[src/hw/pio_consts.svh]
`ifndef PIO_CONSTS_SVH
`define PIO_CONSTS_SVH

// Gearbox word lengths, in bits
`define PIO_GEAR_RATIO_X4 4'h8
`define PIO_GEAR_RATIO_7 4'h7
`define PIO_GEAR_RATIO_X2 4'h4

// Field positions inside the core-side gearbox word
`define PIO_GEAR_HI_LSB 4
`define PIO_GEAR_HI_MSB 7
`define PIO_GEAR_LO_LSB 0
`define PIO_GEAR_LO_MSB 3

// Reset values
`define PIO_RST_BIT 1'h0
`define PIO_RST_WORD 8'h00
`define PIO_RST_COUNT 4'h0

`endif

[src/hw/pio_pkg.sv]
`default_nettype none
package pio_pkg;

    typedef enum logic [0:0] {
        PIO_IN_SDR,
        PIO_IN_DDR_MEM
    } pio_in_mode_e;

    typedef enum logic [1:0] {
        PIO_OUT_SDR_FF,
        PIO_OUT_SDR_LATCH,
        PIO_OUT_DDR_GEN,
        PIO_OUT_DDR_MEM
    } pio_out_mode_e;

    typedef enum logic [1:0] {
        PIO_GEAR_1TO7,
        PIO_GEAR_X4,
        PIO_GEAR_X2
    } pio_gear_mode_e;

    typedef enum logic [1:0] {
        PIO_GS_IDLE,
        PIO_GS_RUN,
        PIO_GS_SLIP
    } pio_gear_state_e;

endpackage : pio_pkg
`default_nettype wire

[src/hw/pio_ddr_regs.sv]
// Added by the designer: the placing of the registers and the strobe ports.
`timescale 1ns/10ps
`default_nettype none
`include "pio_consts.svh"

// Summary of operation
// RULE1 - Right-edge DDR memory input captures on read strobe rise and fall.
// RULE2 - Both captured input streams are resynchronised to the system clock.
// RULE3 - sync_clock_polarity picks the system clock phase doing the transfer.
// RULE4 - Read strobe and sync polarity arrive from the strobe control block.
// RULE5 - Right-edge input offers plain input plus DDR memory capture.
// RULE6 - Core output data is registered before reaching the pin.
// RULE7 - SDR output uses one element, configured as flip-flop or latch.
// RULE8 - Generic DDR registers even/odd on rise; odd to second phase on fall.
// RULE9 - Generic DDR pin mux alternates stages using the output clock phase.
// RULE10 - Right edge keeps SDR and generic DDR, adds DDR memory output.
// RULE11 - DDR memory output mux is switched by the shifted write strobe.
// RULE12 - SDR tri-state data passes one register to the output enable; here it passes two, ts_sdr_reg then pin_oe_reg.
// RULE13 - DDR memory tri-state adds a write-strobe register for the enable.
// RULE14 - Gearbox runs as 1:7, one 1:8 or two independent 1:4 deserialisers; here the two 1:4 lanes share one bit counter, one slip and one valid.
// RULE15 - Gearbox pipeline: edge sampling, word alignment, core transfer.
// RULE16 - Core pulses word_align_req to slip the gearbox word boundary.
// RULE17 - Reset clears all capture, output, tri-state and gearbox registers.
module pio_ddr_regs #(
    parameter bit RIGHT_EDGE = 1'b1,
    parameter int GEAR_W = 8
) (
    input wire logic clk,
    input wire logic srst,
    input wire pio_pkg::pio_in_mode_e in_mode,
    input wire pio_pkg::pio_out_mode_e out_mode,
    input wire pio_pkg::pio_gear_mode_e gear_mode,
    input wire logic pin_in,
    input wire logic read_strobe_shifted,
    input wire logic sync_clock_polarity,
    input wire logic write_strobe_shifted,
    input wire logic out_data_even,
    input wire logic out_data_odd,
    input wire logic latch_open,
    input wire logic tristate_data_in,
    input wire logic tristate_ctrl_in,
    input wire logic ser_in_a,
    input wire logic ser_in_b,
    input wire logic word_align_req,
    output logic core_in_even,
    output logic core_in_odd,
    output logic pin_out,
    output logic pin_oe,
    output logic [GEAR_W-1:0] gear_word,
    output logic gear_valid
);
    import pio_pkg::*;

    function automatic logic rose(input logic prev, input logic cur);
        rose = cur & ~prev;
    endfunction : rose

    function automatic logic fell(input logic prev, input logic cur);
        fell = prev & ~cur;
    endfunction : fell

    // Memory modes exist only on right-edge cells; elsewhere fall back
    wire logic mem_in_mode;
    wire logic mem_out_mode;
    assign mem_in_mode = RIGHT_EDGE && (in_mode == PIO_IN_DDR_MEM); // RULE5
    assign mem_out_mode = RIGHT_EDGE
        && (out_mode == PIO_OUT_DDR_MEM); // RULE10

    // Output clock and system clock phases, both derived from clk
    logic out_phase_reg;
    logic out_phase_next;
    logic sys_phase_reg;
    logic sys_phase_next;
    assign out_phase_next = ~out_phase_reg;
    assign sys_phase_next = ~sys_phase_reg;

    wire logic out_rise;
    wire logic out_fall;
    assign out_rise = out_phase_next;
    assign out_fall = ~out_phase_next;

    always_ff @(posedge clk)
    begin
        if (srst)
        begin
            out_phase_reg <= `PIO_RST_BIT; // RULE17
            sys_phase_reg <= `PIO_RST_BIT;
        end
        else
        begin
            out_phase_reg <= out_phase_next;
            sys_phase_reg <= sys_phase_next;
        end
    end

    // Strobe history for edge detection
    logic rds_prev_reg;
    logic wrs_prev_reg;
    wire logic rds_rise;
    wire logic rds_fall;
    wire logic wrs_rise;
    assign rds_rise = rose(rds_prev_reg, read_strobe_shifted); // RULE4
    assign rds_fall = fell(rds_prev_reg, read_strobe_shifted); // RULE4
    assign wrs_rise = rose(wrs_prev_reg, write_strobe_shifted);

    always_ff @(posedge clk)
    begin
        if (srst)
        begin
            rds_prev_reg <= `PIO_RST_BIT;
            wrs_prev_reg <= `PIO_RST_BIT;
        end
        else
        begin
            rds_prev_reg <= read_strobe_shifted;
            wrs_prev_reg <= write_strobe_shifted;
        end
    end

    // Input capture: two streams on the read strobe edges
    logic cap_rise_reg;
    logic cap_fall_reg;
    logic cap_rise_next;
    logic cap_fall_next;
    assign cap_rise_next = rds_rise ? pin_in : cap_rise_reg; // RULE1
    assign cap_fall_next = rds_fall ? pin_in : cap_fall_reg; // RULE1

    always_ff @(posedge clk)
    begin
        if (srst)
        begin
            cap_rise_reg <= `PIO_RST_BIT;
            cap_fall_reg <= `PIO_RST_BIT;
        end
        else
        begin
            cap_rise_reg <= cap_rise_next;
            cap_fall_reg <= cap_fall_next;
        end
    end

    // Resync happens only on the chosen system clock phase, which
    // keeps the transfer away from the strobe capture instant
    wire logic sync_take;
    assign sync_take = (sys_phase_reg == sync_clock_polarity); // RULE3

    logic core_even_reg;
    logic core_odd_reg;
    logic core_even_next;
    logic core_odd_next;
    assign core_even_next = !mem_in_mode ? pin_in
        : (sync_take ? cap_rise_reg : core_even_reg); // RULE2
    assign core_odd_next = !mem_in_mode ? core_odd_reg
        : (sync_take ? cap_fall_reg : core_odd_reg); // RULE2

    always_ff @(posedge clk)
    begin
        if (srst)
        begin
            core_even_reg <= `PIO_RST_BIT;
            core_odd_reg <= `PIO_RST_BIT;
        end
        else
        begin
            core_even_reg <= core_even_next; // RULE5
            core_odd_reg <= core_odd_next;
        end
    end

    assign core_in_even = core_even_reg;
    assign core_in_odd = core_odd_reg;

    // Output path
    logic first_stage_reg;
    logic odd_stage_reg;
    logic second_phase_reg;
    logic first_stage_next;
    logic odd_stage_next;
    logic second_phase_next;
    assign first_stage_next = out_rise ? out_data_even
        : first_stage_reg; // RULE8
    assign odd_stage_next = out_rise ? out_data_odd : odd_stage_reg; // RULE8
    assign second_phase_next = out_fall ? odd_stage_reg
        : second_phase_reg; // RULE8

    always_ff @(posedge clk)
    begin
        if (srst)
        begin
            first_stage_reg <= `PIO_RST_BIT;
            odd_stage_reg <= `PIO_RST_BIT;
            second_phase_reg <= `PIO_RST_BIT;
        end
        else
        begin
            first_stage_reg <= first_stage_next; // RULE6
            odd_stage_reg <= odd_stage_next;
            second_phase_reg <= second_phase_next;
        end
    end

    // Latch is emulated by a load-while-open flop: one cycle of delay
    // is the price of keeping the pin path fully synchronous
    logic pin_out_reg;
    logic pin_out_next;
    always_comb
    begin
        pin_out_next = pin_out_reg;
        case (out_mode)
            PIO_OUT_SDR_FF:
                pin_out_next = out_data_even; // RULE7
            PIO_OUT_SDR_LATCH:
                pin_out_next = latch_open ? out_data_even
                    : pin_out_reg; // RULE7
            PIO_OUT_DDR_GEN:
                pin_out_next = out_phase_reg ? first_stage_reg
                    : second_phase_reg; // RULE9
            PIO_OUT_DDR_MEM:
                if (mem_out_mode)
                begin
                    pin_out_next = write_strobe_shifted ? first_stage_reg
                        : second_phase_reg; // RULE11
                end
                else
                begin
                    pin_out_next = out_phase_reg ? first_stage_reg
                        : second_phase_reg; // RULE10
                end
            default:
                pin_out_next = pin_out_reg;
        endcase
    end

    always_ff @(posedge clk)
    begin
        if (srst)
        begin
            pin_out_reg <= `PIO_RST_BIT;
        end
        else
        begin
            pin_out_reg <= pin_out_next; // RULE6
        end
    end

    assign pin_out = pin_out_reg;

    // Tri-state path; control high means the pin floats
    logic ts_sdr_reg;
    logic ts_ctrl_reg;
    logic ts_strobe_reg;
    logic pin_oe_reg;
    logic ts_strobe_next;
    logic pin_oe_next;
    assign ts_strobe_next = wrs_rise ? ts_ctrl_reg : ts_strobe_reg; // RULE13
    assign pin_oe_next = mem_out_mode ? ~ts_strobe_reg
        : ~ts_sdr_reg; // RULE12

    always_ff @(posedge clk)
    begin
        if (srst)
        begin
            ts_sdr_reg <= `PIO_RST_BIT;
            ts_ctrl_reg <= `PIO_RST_BIT;
            ts_strobe_reg <= `PIO_RST_BIT;
            pin_oe_reg <= `PIO_RST_BIT; // RULE17
        end
        else
        begin
            ts_sdr_reg <= tristate_data_in; // RULE12
            ts_ctrl_reg <= tristate_ctrl_in; // RULE13
            ts_strobe_reg <= ts_strobe_next;
            pin_oe_reg <= pin_oe_next;
        end
    end

    assign pin_oe = pin_oe_reg;

    // Gearbox stage 1: each clk stands for one edge of the edge clock
    logic [GEAR_W-1:0] shift_a_reg;
    logic [GEAR_W-1:0] shift_b_reg;
    always_ff @(posedge clk)
    begin
        if (srst)
        begin
            shift_a_reg <= GEAR_W'(`PIO_RST_WORD); // RULE17
            shift_b_reg <= GEAR_W'(`PIO_RST_WORD);
        end
        else
        begin
            shift_a_reg <= {shift_a_reg[GEAR_W-2:0], ser_in_a}; // RULE15
            shift_b_reg <= {shift_b_reg[GEAR_W-2:0], ser_in_b}; // RULE15
        end
    end

    // Gearbox stage 2: word boundary counter with slip on request
    wire logic [3:0] gear_len;
    assign gear_len = (gear_mode == PIO_GEAR_1TO7) ? `PIO_GEAR_RATIO_7
        : (gear_mode == PIO_GEAR_X2) ? `PIO_GEAR_RATIO_X2
        : `PIO_GEAR_RATIO_X4; // RULE14

    pio_gear_state_e gstate_reg;
    pio_gear_state_e gstate_next;
    logic [3:0] bit_cnt_reg;
    logic [3:0] bit_cnt_next;
    logic word_done;
    always_comb
    begin
        gstate_next = gstate_reg;
        bit_cnt_next = bit_cnt_reg;
        word_done = 1'b0;
        case (gstate_reg)
            PIO_GS_IDLE:
                gstate_next = PIO_GS_RUN;
            PIO_GS_RUN:
            begin
                // Count on here; only the SLIP hold delays, so one bit
                if (word_align_req)
                begin
                    gstate_next = PIO_GS_SLIP; // RULE16
                end
                if (bit_cnt_reg == gear_len - 4'h1)
                begin
                    bit_cnt_next = `PIO_RST_COUNT;
                    word_done = 1'b1;
                end
                else
                begin
                    bit_cnt_next = bit_cnt_reg + 4'h1;
                end
            end
            PIO_GS_SLIP:
                // Holding the count for one bit moves the boundary by one
                gstate_next = PIO_GS_RUN; // RULE16
            default:
                gstate_next = PIO_GS_IDLE;
        endcase
    end

    always_ff @(posedge clk)
    begin
        if (srst)
        begin
            gstate_reg <= PIO_GS_IDLE;
            bit_cnt_reg <= `PIO_RST_COUNT;
        end
        else
        begin
            gstate_reg <= gstate_next;
            bit_cnt_reg <= bit_cnt_next;
        end
    end

    logic [GEAR_W-1:0] aligned_reg;
    logic aligned_valid_reg;
    logic [GEAR_W-1:0] aligned_next;
    always_comb
    begin
        aligned_next = aligned_reg;
        case (gear_mode)
            PIO_GEAR_1TO7:
                aligned_next = {1'b0, shift_a_reg[GEAR_W-2:0]};
            PIO_GEAR_X4:
                aligned_next = shift_a_reg;
            PIO_GEAR_X2:
            begin
                aligned_next[`PIO_GEAR_HI_MSB:`PIO_GEAR_HI_LSB] =
                    shift_a_reg[`PIO_GEAR_LO_MSB:`PIO_GEAR_LO_LSB]; // RULE14
                aligned_next[`PIO_GEAR_LO_MSB:`PIO_GEAR_LO_LSB] =
                    shift_b_reg[`PIO_GEAR_LO_MSB:`PIO_GEAR_LO_LSB]; // RULE14
            end
            default:
                aligned_next = shift_a_reg;
        endcase
    end

    always_ff @(posedge clk)
    begin
        if (srst)
        begin
            aligned_reg <= GEAR_W'(`PIO_RST_WORD);
            aligned_valid_reg <= `PIO_RST_BIT;
        end
        else
        begin
            if (word_done)
            begin
                aligned_reg <= aligned_next; // RULE15
            end
            aligned_valid_reg <= word_done;
        end
    end

    // Gearbox stage 3: hand over to the core
    logic [GEAR_W-1:0] gear_word_reg;
    logic gear_valid_reg;
    always_ff @(posedge clk)
    begin
        if (srst)
        begin
            gear_word_reg <= GEAR_W'(`PIO_RST_WORD);
            gear_valid_reg <= `PIO_RST_BIT;
        end
        else
        begin
            if (aligned_valid_reg)
            begin
                gear_word_reg <= aligned_reg; // RULE15
            end
            gear_valid_reg <= aligned_valid_reg;
        end
    end

    assign gear_word = gear_word_reg;
    assign gear_valid = gear_valid_reg;

endmodule : pio_ddr_regs
`default_nettype wire

[config.mk]
export PLATFORM = sky130hd
export DESIGN_NAME = pio_ddr_regs
export DESIGN_NICKNAME = d
export VERILOG_FILES = /design/src/hw/pio_pkg.sv /design/src/hw/pio_ddr_regs.sv
export VERILOG_INCLUDE_DIRS = /design/src /design/src/hw
export SDC_FILE = /design/constraint.sdc
export NUM_CORES = 1
export LEC_CHECK = 0
export BUFFER_PORTS_ARGS = -buffer_cell sky130_fd_sc_hd__buf_2
export CAP_MARGIN = 20
export CORE_UTILIZATION = 23
export DETAILED_ROUTE_END_ITERATION = 10
export GPL_TIMING_DRIVEN = 0
export MAX_ROUTING_LAYER = met4
export PLACE_DENSITY = 0.4
export SYNTH_ARGS = -nofsm -noshare
export SYNTH_HDL_FRONTEND = slang
export SYNTH_SLANG_ARGS = --single-unit
export TNS_END_PERCENT = 20
[constraint.sdc]
create_clock -name clk -period 1.96 [get_ports clk]
set_clock_uncertainty 0.1 [all_clocks]
set_input_delay 0.098 -clock clk [delete_from_list [all_inputs] [get_ports clk]]
set_output_delay 0.098 -clock clk [all_outputs]
set_load 0.1 [all_outputs]
* Word-level counts from Yosys, hierarchy flattened
Cells that the tools add are included.
** Operators by class
- Eq/ne operators :: 11
- Multiplexer cells :: 15
- Add/sub/neg operators :: 2
- Reductions and logical operators :: 5
- Bitwise gates (word level) :: 10
** Operators with widths (number)
- one-hot mux 8 bit (2 select lines) :: 1
- 2-to-1 mux 4 bit :: 3
- == test 2 bit, second input constant :: 4
- 2-to-1 mux 1 bit :: 8
- NOT 1 bit :: 7
- zero test 2 bit :: 3
- adder 4 x 1 -> 4 bit, second input constant :: 1
- == test 2 x 1 -> 1 bit, second input constant :: 2
- == test 4 bit :: 1
- inequality test 2 bit, second input constant :: 2
- one-hot mux 1 bit (4 select lines) :: 1
- one-hot mux 2 bit (2 select lines) :: 1
- subtractor 4 x 1 -> 4 bit, second input constant :: 1
- bitwise AND 1 bit :: 3
- 2-to-1 mux 2 bit :: 1
- inequality test 2 x 1 -> 1 bit, second input constant :: 1
- AND reduction 2 bit :: 1
- OR reduction 2 bit :: 1
- == test 1 bit :: 1
** Word-level totals
- Word-level logic and storage cells :: 67
- Register bits :: 52
- Input port bits :: 19

* Longest topological paths before layout
Gate-level depths: netlist (run 1).
- Depth in word-level cells :: 7
- Mapped depth :: 6
- Mapped depth without buffers :: 4

* Worst setup path after synthesis (run 1)
OpenSTA, ideal clock, no wires.
- Kind :: register -> register
- From :: reg bit_cnt_reg[0]
- To :: reg aligned_reg[7]
- Buffers on the path :: 2
- Data required time :: 1.781 ns
- Data arrival time :: 1.345 ns
- Path slack :: 0.436 ns
- Cell stages (with the launch flop) :: 7
- Clock period less this slack :: 1.524 ns
- Cells stage by stage :: dfxtp_1 -> nor4b_2 -> o311a_1 -> buf_6 -> buf_12 -> nor2_2 -> a211oi_2
** Between the ends
- Word-level cells in the longest chain between the ends :: 3
** Ends and longest elaborated chain
- from (decl) :: line pio_ddr_regs.sv:304 : logic [3:0] bit_cnt_reg;
- from (signal assigned) :: line pio_ddr_regs.sv:345 : bit_cnt_reg <= `PIO_RST_COUNT;
- from (signal assigned) :: line pio_ddr_regs.sv:350 : bit_cnt_reg <= bit_cnt_next;
- == test 4 bit :: line pio_ddr_regs.sv:322 : if (bit_cnt_reg == gear_len - 4'h1)
- 2-to-1 mux 1 bit :: line pio_ddr_regs.sv:322
- 2-to-1 mux 1 bit :: line pio_ddr_regs.sv:312 : case (gstate_reg)
- to (signal assigned) :: line pio_ddr_regs.sv:381 : aligned_reg <= GEAR_W'(`PIO_RST_WORD);
- to (signal assigned) :: line pio_ddr_regs.sv:388 : aligned_reg <= aligned_next;
- to (decl) :: line pio_ddr_regs.sv:354 : logic [GEAR_W-1:0] aligned_reg;
No other way between the ends.
A chain may end at the register's enable or synchronous reset.

* Worst setup path in the final report (run 1)
- From :: reg sys_phase_reg
- To :: reg core_even_reg, in the netlist core_in_even
** Between the ends
- Word-level cells in the longest chain between the ends :: 2
** Ends and longest elaborated chain
- from (decl) :: line pio_ddr_regs.sv:72 : logic sys_phase_reg;
- from (signal assigned) :: line pio_ddr_regs.sv:87 : sys_phase_reg <= `PIO_RST_BIT;
- from (signal assigned) :: line pio_ddr_regs.sv:92 : sys_phase_reg <= sys_phase_next;
- == test 1 bit :: line pio_ddr_regs.sv:145 : assign sync_take = (sys_phase_reg == sync_clock_polarity);
- inequality test 2 x 1 -> 1 bit (no source line)
- to (signal assigned) :: line pio_ddr_regs.sv:160 : core_even_reg <= `PIO_RST_BIT;
- to (signal assigned) :: line pio_ddr_regs.sv:165 : core_even_reg <= core_even_next;
- to (decl) :: line pio_ddr_regs.sv:147 : logic core_even_reg;
No other way between the ends.

==> results of run 1 <==
-- power breakdown --
group | internal [mW] | leakage, nW | switching, mW | total, mW
Sequential | 1.09 | 0.424 | 0.0189 | 1.11
Combinational | 0.0818 | 0.499 | 0.107 | 0.189
Clock | 0.287 | 0.0434 | 0.355 | 0.641
Total | 1.45 | 0.966 | 0.481 | 1.94
-- Yosys cell counts (2+ instances only) --
library cell	n	area (µm²)
clkbuf_1	5	18.8
nand2_1	4	15.0
dfxtp_1	52	1040
mux2i_1	22	220
a21boi_0	2	15.0
buf_6	3	33.8
a211oi_1	3	22.5
a211oi_2	8	100
nand3_1	3	15.0
a311oi_1	2	17.5
nand2b_1	4	25.0
nor2_1	24	90.1
nor2b_1	21	131
and3_1	2	12.5
a21oi_1	7	35.0
-- final cells by class --
type                    count  area, µm²
inverters                   1       3.75
repair buffers             45        300
clock buffers               6       82.6
flip-flops and latches     52       1040
fillers                   892       5760
well taps                 105        131
plain buffers              10       86.3
clock inverters             2       15.0
multi-input cells         117        840
-- worst min-delay path: stages --
cell and delay (ns):
buf_2 0.15, or4_1 0.13, a21oi_1 0.05
-- worst paths after layout --
| kind | depth (start not counted) | start | to | slack, ns |
|---|---|---|---|---|
| worst min register to register | 1 | sys_phase_reg | sys_phase_reg | 0.34 |
| worst max-delay path | 4 | sys_phase_reg | core_in_even | 0.25 |
| worst min-delay path | 3 | gear_mode[0] | bit_cnt_reg[3] | 0.07 |
| worst max register to register | 4 | sys_phase_reg | core_in_even | 0.25 |
-- repair_timing --
item	4_1_cts	5_1_grt
setup endpoints to repair	0	0
endpoints found under the hold margin	18	0
hold buffers	15	0
-- stage by stage --
stage,hold WS [ns],setup slack (ns)
4_1_cts,0.0649,0.249
2_1_floorplan,0.0936,0.436
3_3_place_gp,0.190,0.291
3_5_place_dp,0.192,0.279
6_report,0.0727,0.248
5_1_grt,0.0687,0.137
-- cells by family after synthesis --
group	Yosys count	synth area share
buf+inv	11	0.0457
compound gates	27	0.116
xor+xnor	1	0.00445
flops	52	0.528
fa+ha+maj	1	0.00635
mux	22	0.112
simple gates	66	0.188
-- layer usage --
metal  routed length [µm]  vias up  share of wire
li1                     -      723              -
met1                 1990      610           0.51
met2                 1770       20           0.45
met3                  144        2          0.037
met4                   27        0         0.0069
met5                    0        -              0
==> qor.csv, run 1 <==
metric,value,unit
initial_utilization,0.239,
cts_made_buffers,5,
finalPower,1.94,mW
vias_per_cell,4.01,
grt_pass1_vias,1345,
ir_worst_vdd,0.000356,V
crit_buf_inv,1,
ys.flop_type,dfxtp_1,
hp-class,primary input to flip-flop,
dr.pass1.iters,4,
crit_path_max_fanout,3,
ys_ff_latch,52,
final_util,0.303,
overflow,0,
port-buffer-count,30,
grt_usage,0.0988,
cts_sinks,52,
die_w,94.6,µm
relSlewSlack,0.554,
post_drt_wl_per_cell,11.6,µm
final_common_cell,dfxtp_1,
final_cell_count_no_fill,338,
num_antenna_cells,0,
power_per_cell_area,774,nW/µm²
crit_path_end_kind,flip-flop,
fmax,584,MHz
grt_util_met3,0.0266,
vias,1355,
rows,33,
synth_edf_count,0,
fin_crit_sh,0.874,
final_cell_mix,"dfxtp_1 (52), buf_2 (30), nor2_1 (24)",
drc,0,
wl,3940,µm
max_stage_delay,0.57,ns
drive_above_1_share,0.236,
dp_hpwl,2820,µm
path_cells,xnor2_1 > mux2i_1 > a211oi_1 > dlygate4sd3_1,
clock_tree.htree_level_count,2,
dp_cells,315,
use_met1,0.124,
rsz0062_at_grt,no,
grtUsageMet2,0.156,
critPathRequiredTime,2.11,ns
synthArstFlopShare,0,
status,"finished, final reports clean",
synth.distinct_cells,33,
drt_iter0_markers,19,
synth-seq-area-share,0.528,
area_delta_synth_final,26.9,%
synth_area,1970,µm²
synth_nets,200,
setup_tns,0,ns
crit_arrival,1.86,ns
num_io_pins,32,
leakagePower,0.966,nW
ant_nets,0,
maxCapViolations,0,
placed_area,2250,µm²
grt_pass1_wl,6560,µm
slowest_stage,dlygate4sd3_1,
core,8260,µm²
path_class,flip-flop to flip-flop,
cts_tree,done,
synth_cells,180,
post_cts_buffers,0,
die_area,8940,µm²
clk_path_buf_depth,2,
cp-start-kind,flip-flop,
finalMaxSlewViolations,0,
nets,252,
path_clk_slew,0.10,ns
yosysWarningCount,0,
period_needed,1.71,ns
cts-resized-gates,0,
antenna_found_initial,0,
worstMarginPinSlew,0.668,ns
cp_top_family,buffers and inverters,
die_h,94.6,µm
root_buffer,clkbuf_8,
avgSynthCellArea,10.9,µm²
stdcell_area,2500,µm²
finalSetupViolCount,0,
hold_viol,0,
grt.busiest_layer,met2,
grt_max_degree,17,
clock_latency,0.30,ns
gp_congestion,0.711,
(Power assumes the default switching activity.)
==> run 2, diff against run 1 <==
--- a/config.mk
+++ b/config.mk
@@ -10,7 +10,6 @@
 export CAP_MARGIN = 20
 export CORE_UTILIZATION = 23
 export DETAILED_ROUTE_END_ITERATION = 10
-export GPL_TIMING_DRIVEN = 0
 export MAX_ROUTING_LAYER = met4
 export PLACE_DENSITY = 0.4
 export SYNTH_ARGS = -nofsm -noshare
==> run 2 against run 1 <==
Setup slack got worse by 0.0021 ns. Register-to-register slack about the same. Sequential cell count unchanged. First-iteration DRC count rose to 2.6 times the previous value. Total power is 5.3% higher. Critical path type unchanged. Sequential power hardly changed. Die area unchanged. Final cell count decreased by 1.8%. Utilization fell by 0.27 points. Critical endpoint unchanged.
==> qor.csv, run 2 (synthesized netlist as in run 1, its figures left out) <==
metric,value,unit,change
status,"finished, final reports clean",,
core,8260,µm²,unchanged
drt_iter0_markers,49,,+30
clock_latency,0.30,ns,about the same
dpl_worst_slack,0.300,ns,+0.0204 ns
path_class,flip-flop to flip-flop,,
dr.pass1.iters,3,,-1
ant_nets,0,,unchanged
setup_tns,0,ns,unchanged
crit_path_max_fanout,3,,unchanged
setup_ws,0.246,ns,-0.00214 ns
cts_sinks,52,,unchanged
post_drt_wl_per_cell,10.7,µm,-8.3%
crit_path_end_kind,flip-flop,,
nets,246,,-2.4%
final_common_cell,dfxtp_1,,
clock_tree.htree_level_count,2,,unchanged
port-buffer-count,31,,+3.3%
rsz0062_at_grt,no,,
r2r_setup_slack,0.25,ns,about the same
power_per_cell_area,822,nW/µm²,+6.2%
num_antenna_cells,0,,unchanged
leakagePower,0.968,nW,+0.20%
period_needed,1.71,ns,+0.00214 ns
dp_hpwl,2440,µm,-14%
cts_made_buffers,5,,unchanged
vias,1336,,-1.4%
finalPower,2.04,mW,+5.3%
fin_crit_sh,0.875,,+0.00109
area_delta_synth_final,25.7,%,
hold_depth,3,,unchanged
clk_path_buf_depth,2,,unchanged
reg2reg_from,sys_phase_reg,,
seqCellArea,1040,µm²,unchanged
n_fill_cell,900,,+0.90%
maxCapViolations,0,,unchanged
finalMaxSlewViolations,0,,unchanged
grt_pass1_vias,1329,,-1.2%
hold_viol,0,,unchanged
root_buffer,clkbuf_8,,
cts_tree,done,,
worstMarginPinSlew,0.594,ns,-0.0746 ns
die_h,94.6,µm,unchanged
antenna_found_initial,0,,unchanged
cts-resized-gates,0,,unchanged
num_io_pins,32,,unchanged
max_stage_delay,0.59,ns,+0.02 ns
stdcell_area,2480,µm²,-0.90%
crit_arrival,1.81,ns,-0.05 ns
multi_input_area,840,µm²,unchanged
ir_worst_vdd,0.000300,V,-16%
post_cts_buffers,0,,unchanged
gp_congestion,0.710,,-0.11%
relSlewSlack,0.604,,+0.0497
critPathRequiredTime,2.06,ns,-0.05 ns
path_clk_slew,0.10,ns,about the same
fmax,583,MHz,-0.12%
die_w,94.6,µm,unchanged
grt_usage,0.0902,,-0.00869
die_area,8940,µm²,unchanged
min_to,bit_cnt_reg[3],,
final_cell_mix,"dfxtp_1 (52), buf_2 (31), nor2_1 (24)",,
drive_above_1_share,0.238,,+0.00183
rr_endpoint,core_in_even,,
grt_max_degree,25,,+8
overflow,0,,unchanged
initial_utilization,0.239,,unchanged
wl,3550,µm,-9.9%
cp-start-kind,flip-flop,,
drc,0,,unchanged
vias_per_cell,4.02,,+0.38%
hold_buffers,14,,-1
rr_worst_depth,4,,unchanged
hp-class,primary input to flip-flop,,
path_cells,xnor2_1 > mux2i_1 > a211oi_1 > dlygate4sd3_1,,
grt_pass1_wl,6160,µm,-6.0%
hold_start,gear_mode[0],,
slowest_stage,dlygate4sd3_1,,
rows,33,,unchanged
finalSetupViolCount,0,,unchanged
placed_area,2230,µm²,-1.2%
[run 2: per-layer routing]
metal / global-route usage / share of wire / vias to the layer above
met1: 0.117 / 0.53 / 601
met2: 0.138 / 0.43 / 20
li1: - / - / 713
met5: - / 0 / -
met4: 0.0227 / 0.0051 / 0
met3: 0.0250 / 0.038 / 2
[run 2: worst max-delay path: cells and delay by family, from the launching register on]
family,cells,cell delay [ns]
xor gates and xnor gates,1,0.29
muxes,1,0.22
DFF,1,0.33
buffers and inverters,1,0.59
AOI/OAI and AO/OA,1,0.08
[run 2: area by class of cell]
| class | count | share of cell area |
|---|---|---|
| clock buffer | 6 | 0.0293 |
| clock inverter | 2 | 0.0157 |
| inverter | 1 | 0.00152 |
| multi-input combinational | 117 | 0.339 |
| sequential | 52 | 0.420 |
| tap | 105 | 0.0530 |
| timing repair buffer | 49 | 0.141 |
[run 2: power breakdown]
group	internal [mW]	total (mW)	leakage, nW	switching, mW
Sequential	1.09	1.10	0.424	0.0180
Combinational	0.0824	0.186	0.488	0.104
Clock	0.387	0.747	0.0558	0.360
Total	1.56	2.04	0.968	0.482
[run 2: how the worst max path moves through the flow]
| stage | start | end | slack (ns) | cells past startpoint |
|---|---|---|---|---|
| 2_1_floorplan | bit_cnt_reg[0] | aligned_reg[7] | 0.44 | 6 |
| 3_3_place_gp | bit_cnt_reg[0] | aligned_reg[0] | 0.36 | 5 |
| 3_5_place_dp | bit_cnt_reg[0] | aligned_reg[0] | 0.30 | 5 |
| 4_1_cts | sys_phase_reg | core_in_even | 0.24 | 4 |
| 5_1_grt | bit_cnt_reg[0] | aligned_reg[5] | 0.11 | 5 |
| 6_report | sys_phase_reg | core_in_even | 0.25 | 4 |
[run 2: per-stage QoR]
| stage | util | hold WS, ns | instances |
|---|---|---|---|
| final | 0.300 | 0.0613 | 332 |
| after global routing | 0.300 | 0.0757 | 332 |
| after CTS | 0.300 | 0.0495 | 332 |
| after detailed placement | 0.270 | 0.220 | 310 |
| after global placement | 0.270 | 0.220 | 310 |
| after floorplan | - | 0.0936 | 180 |
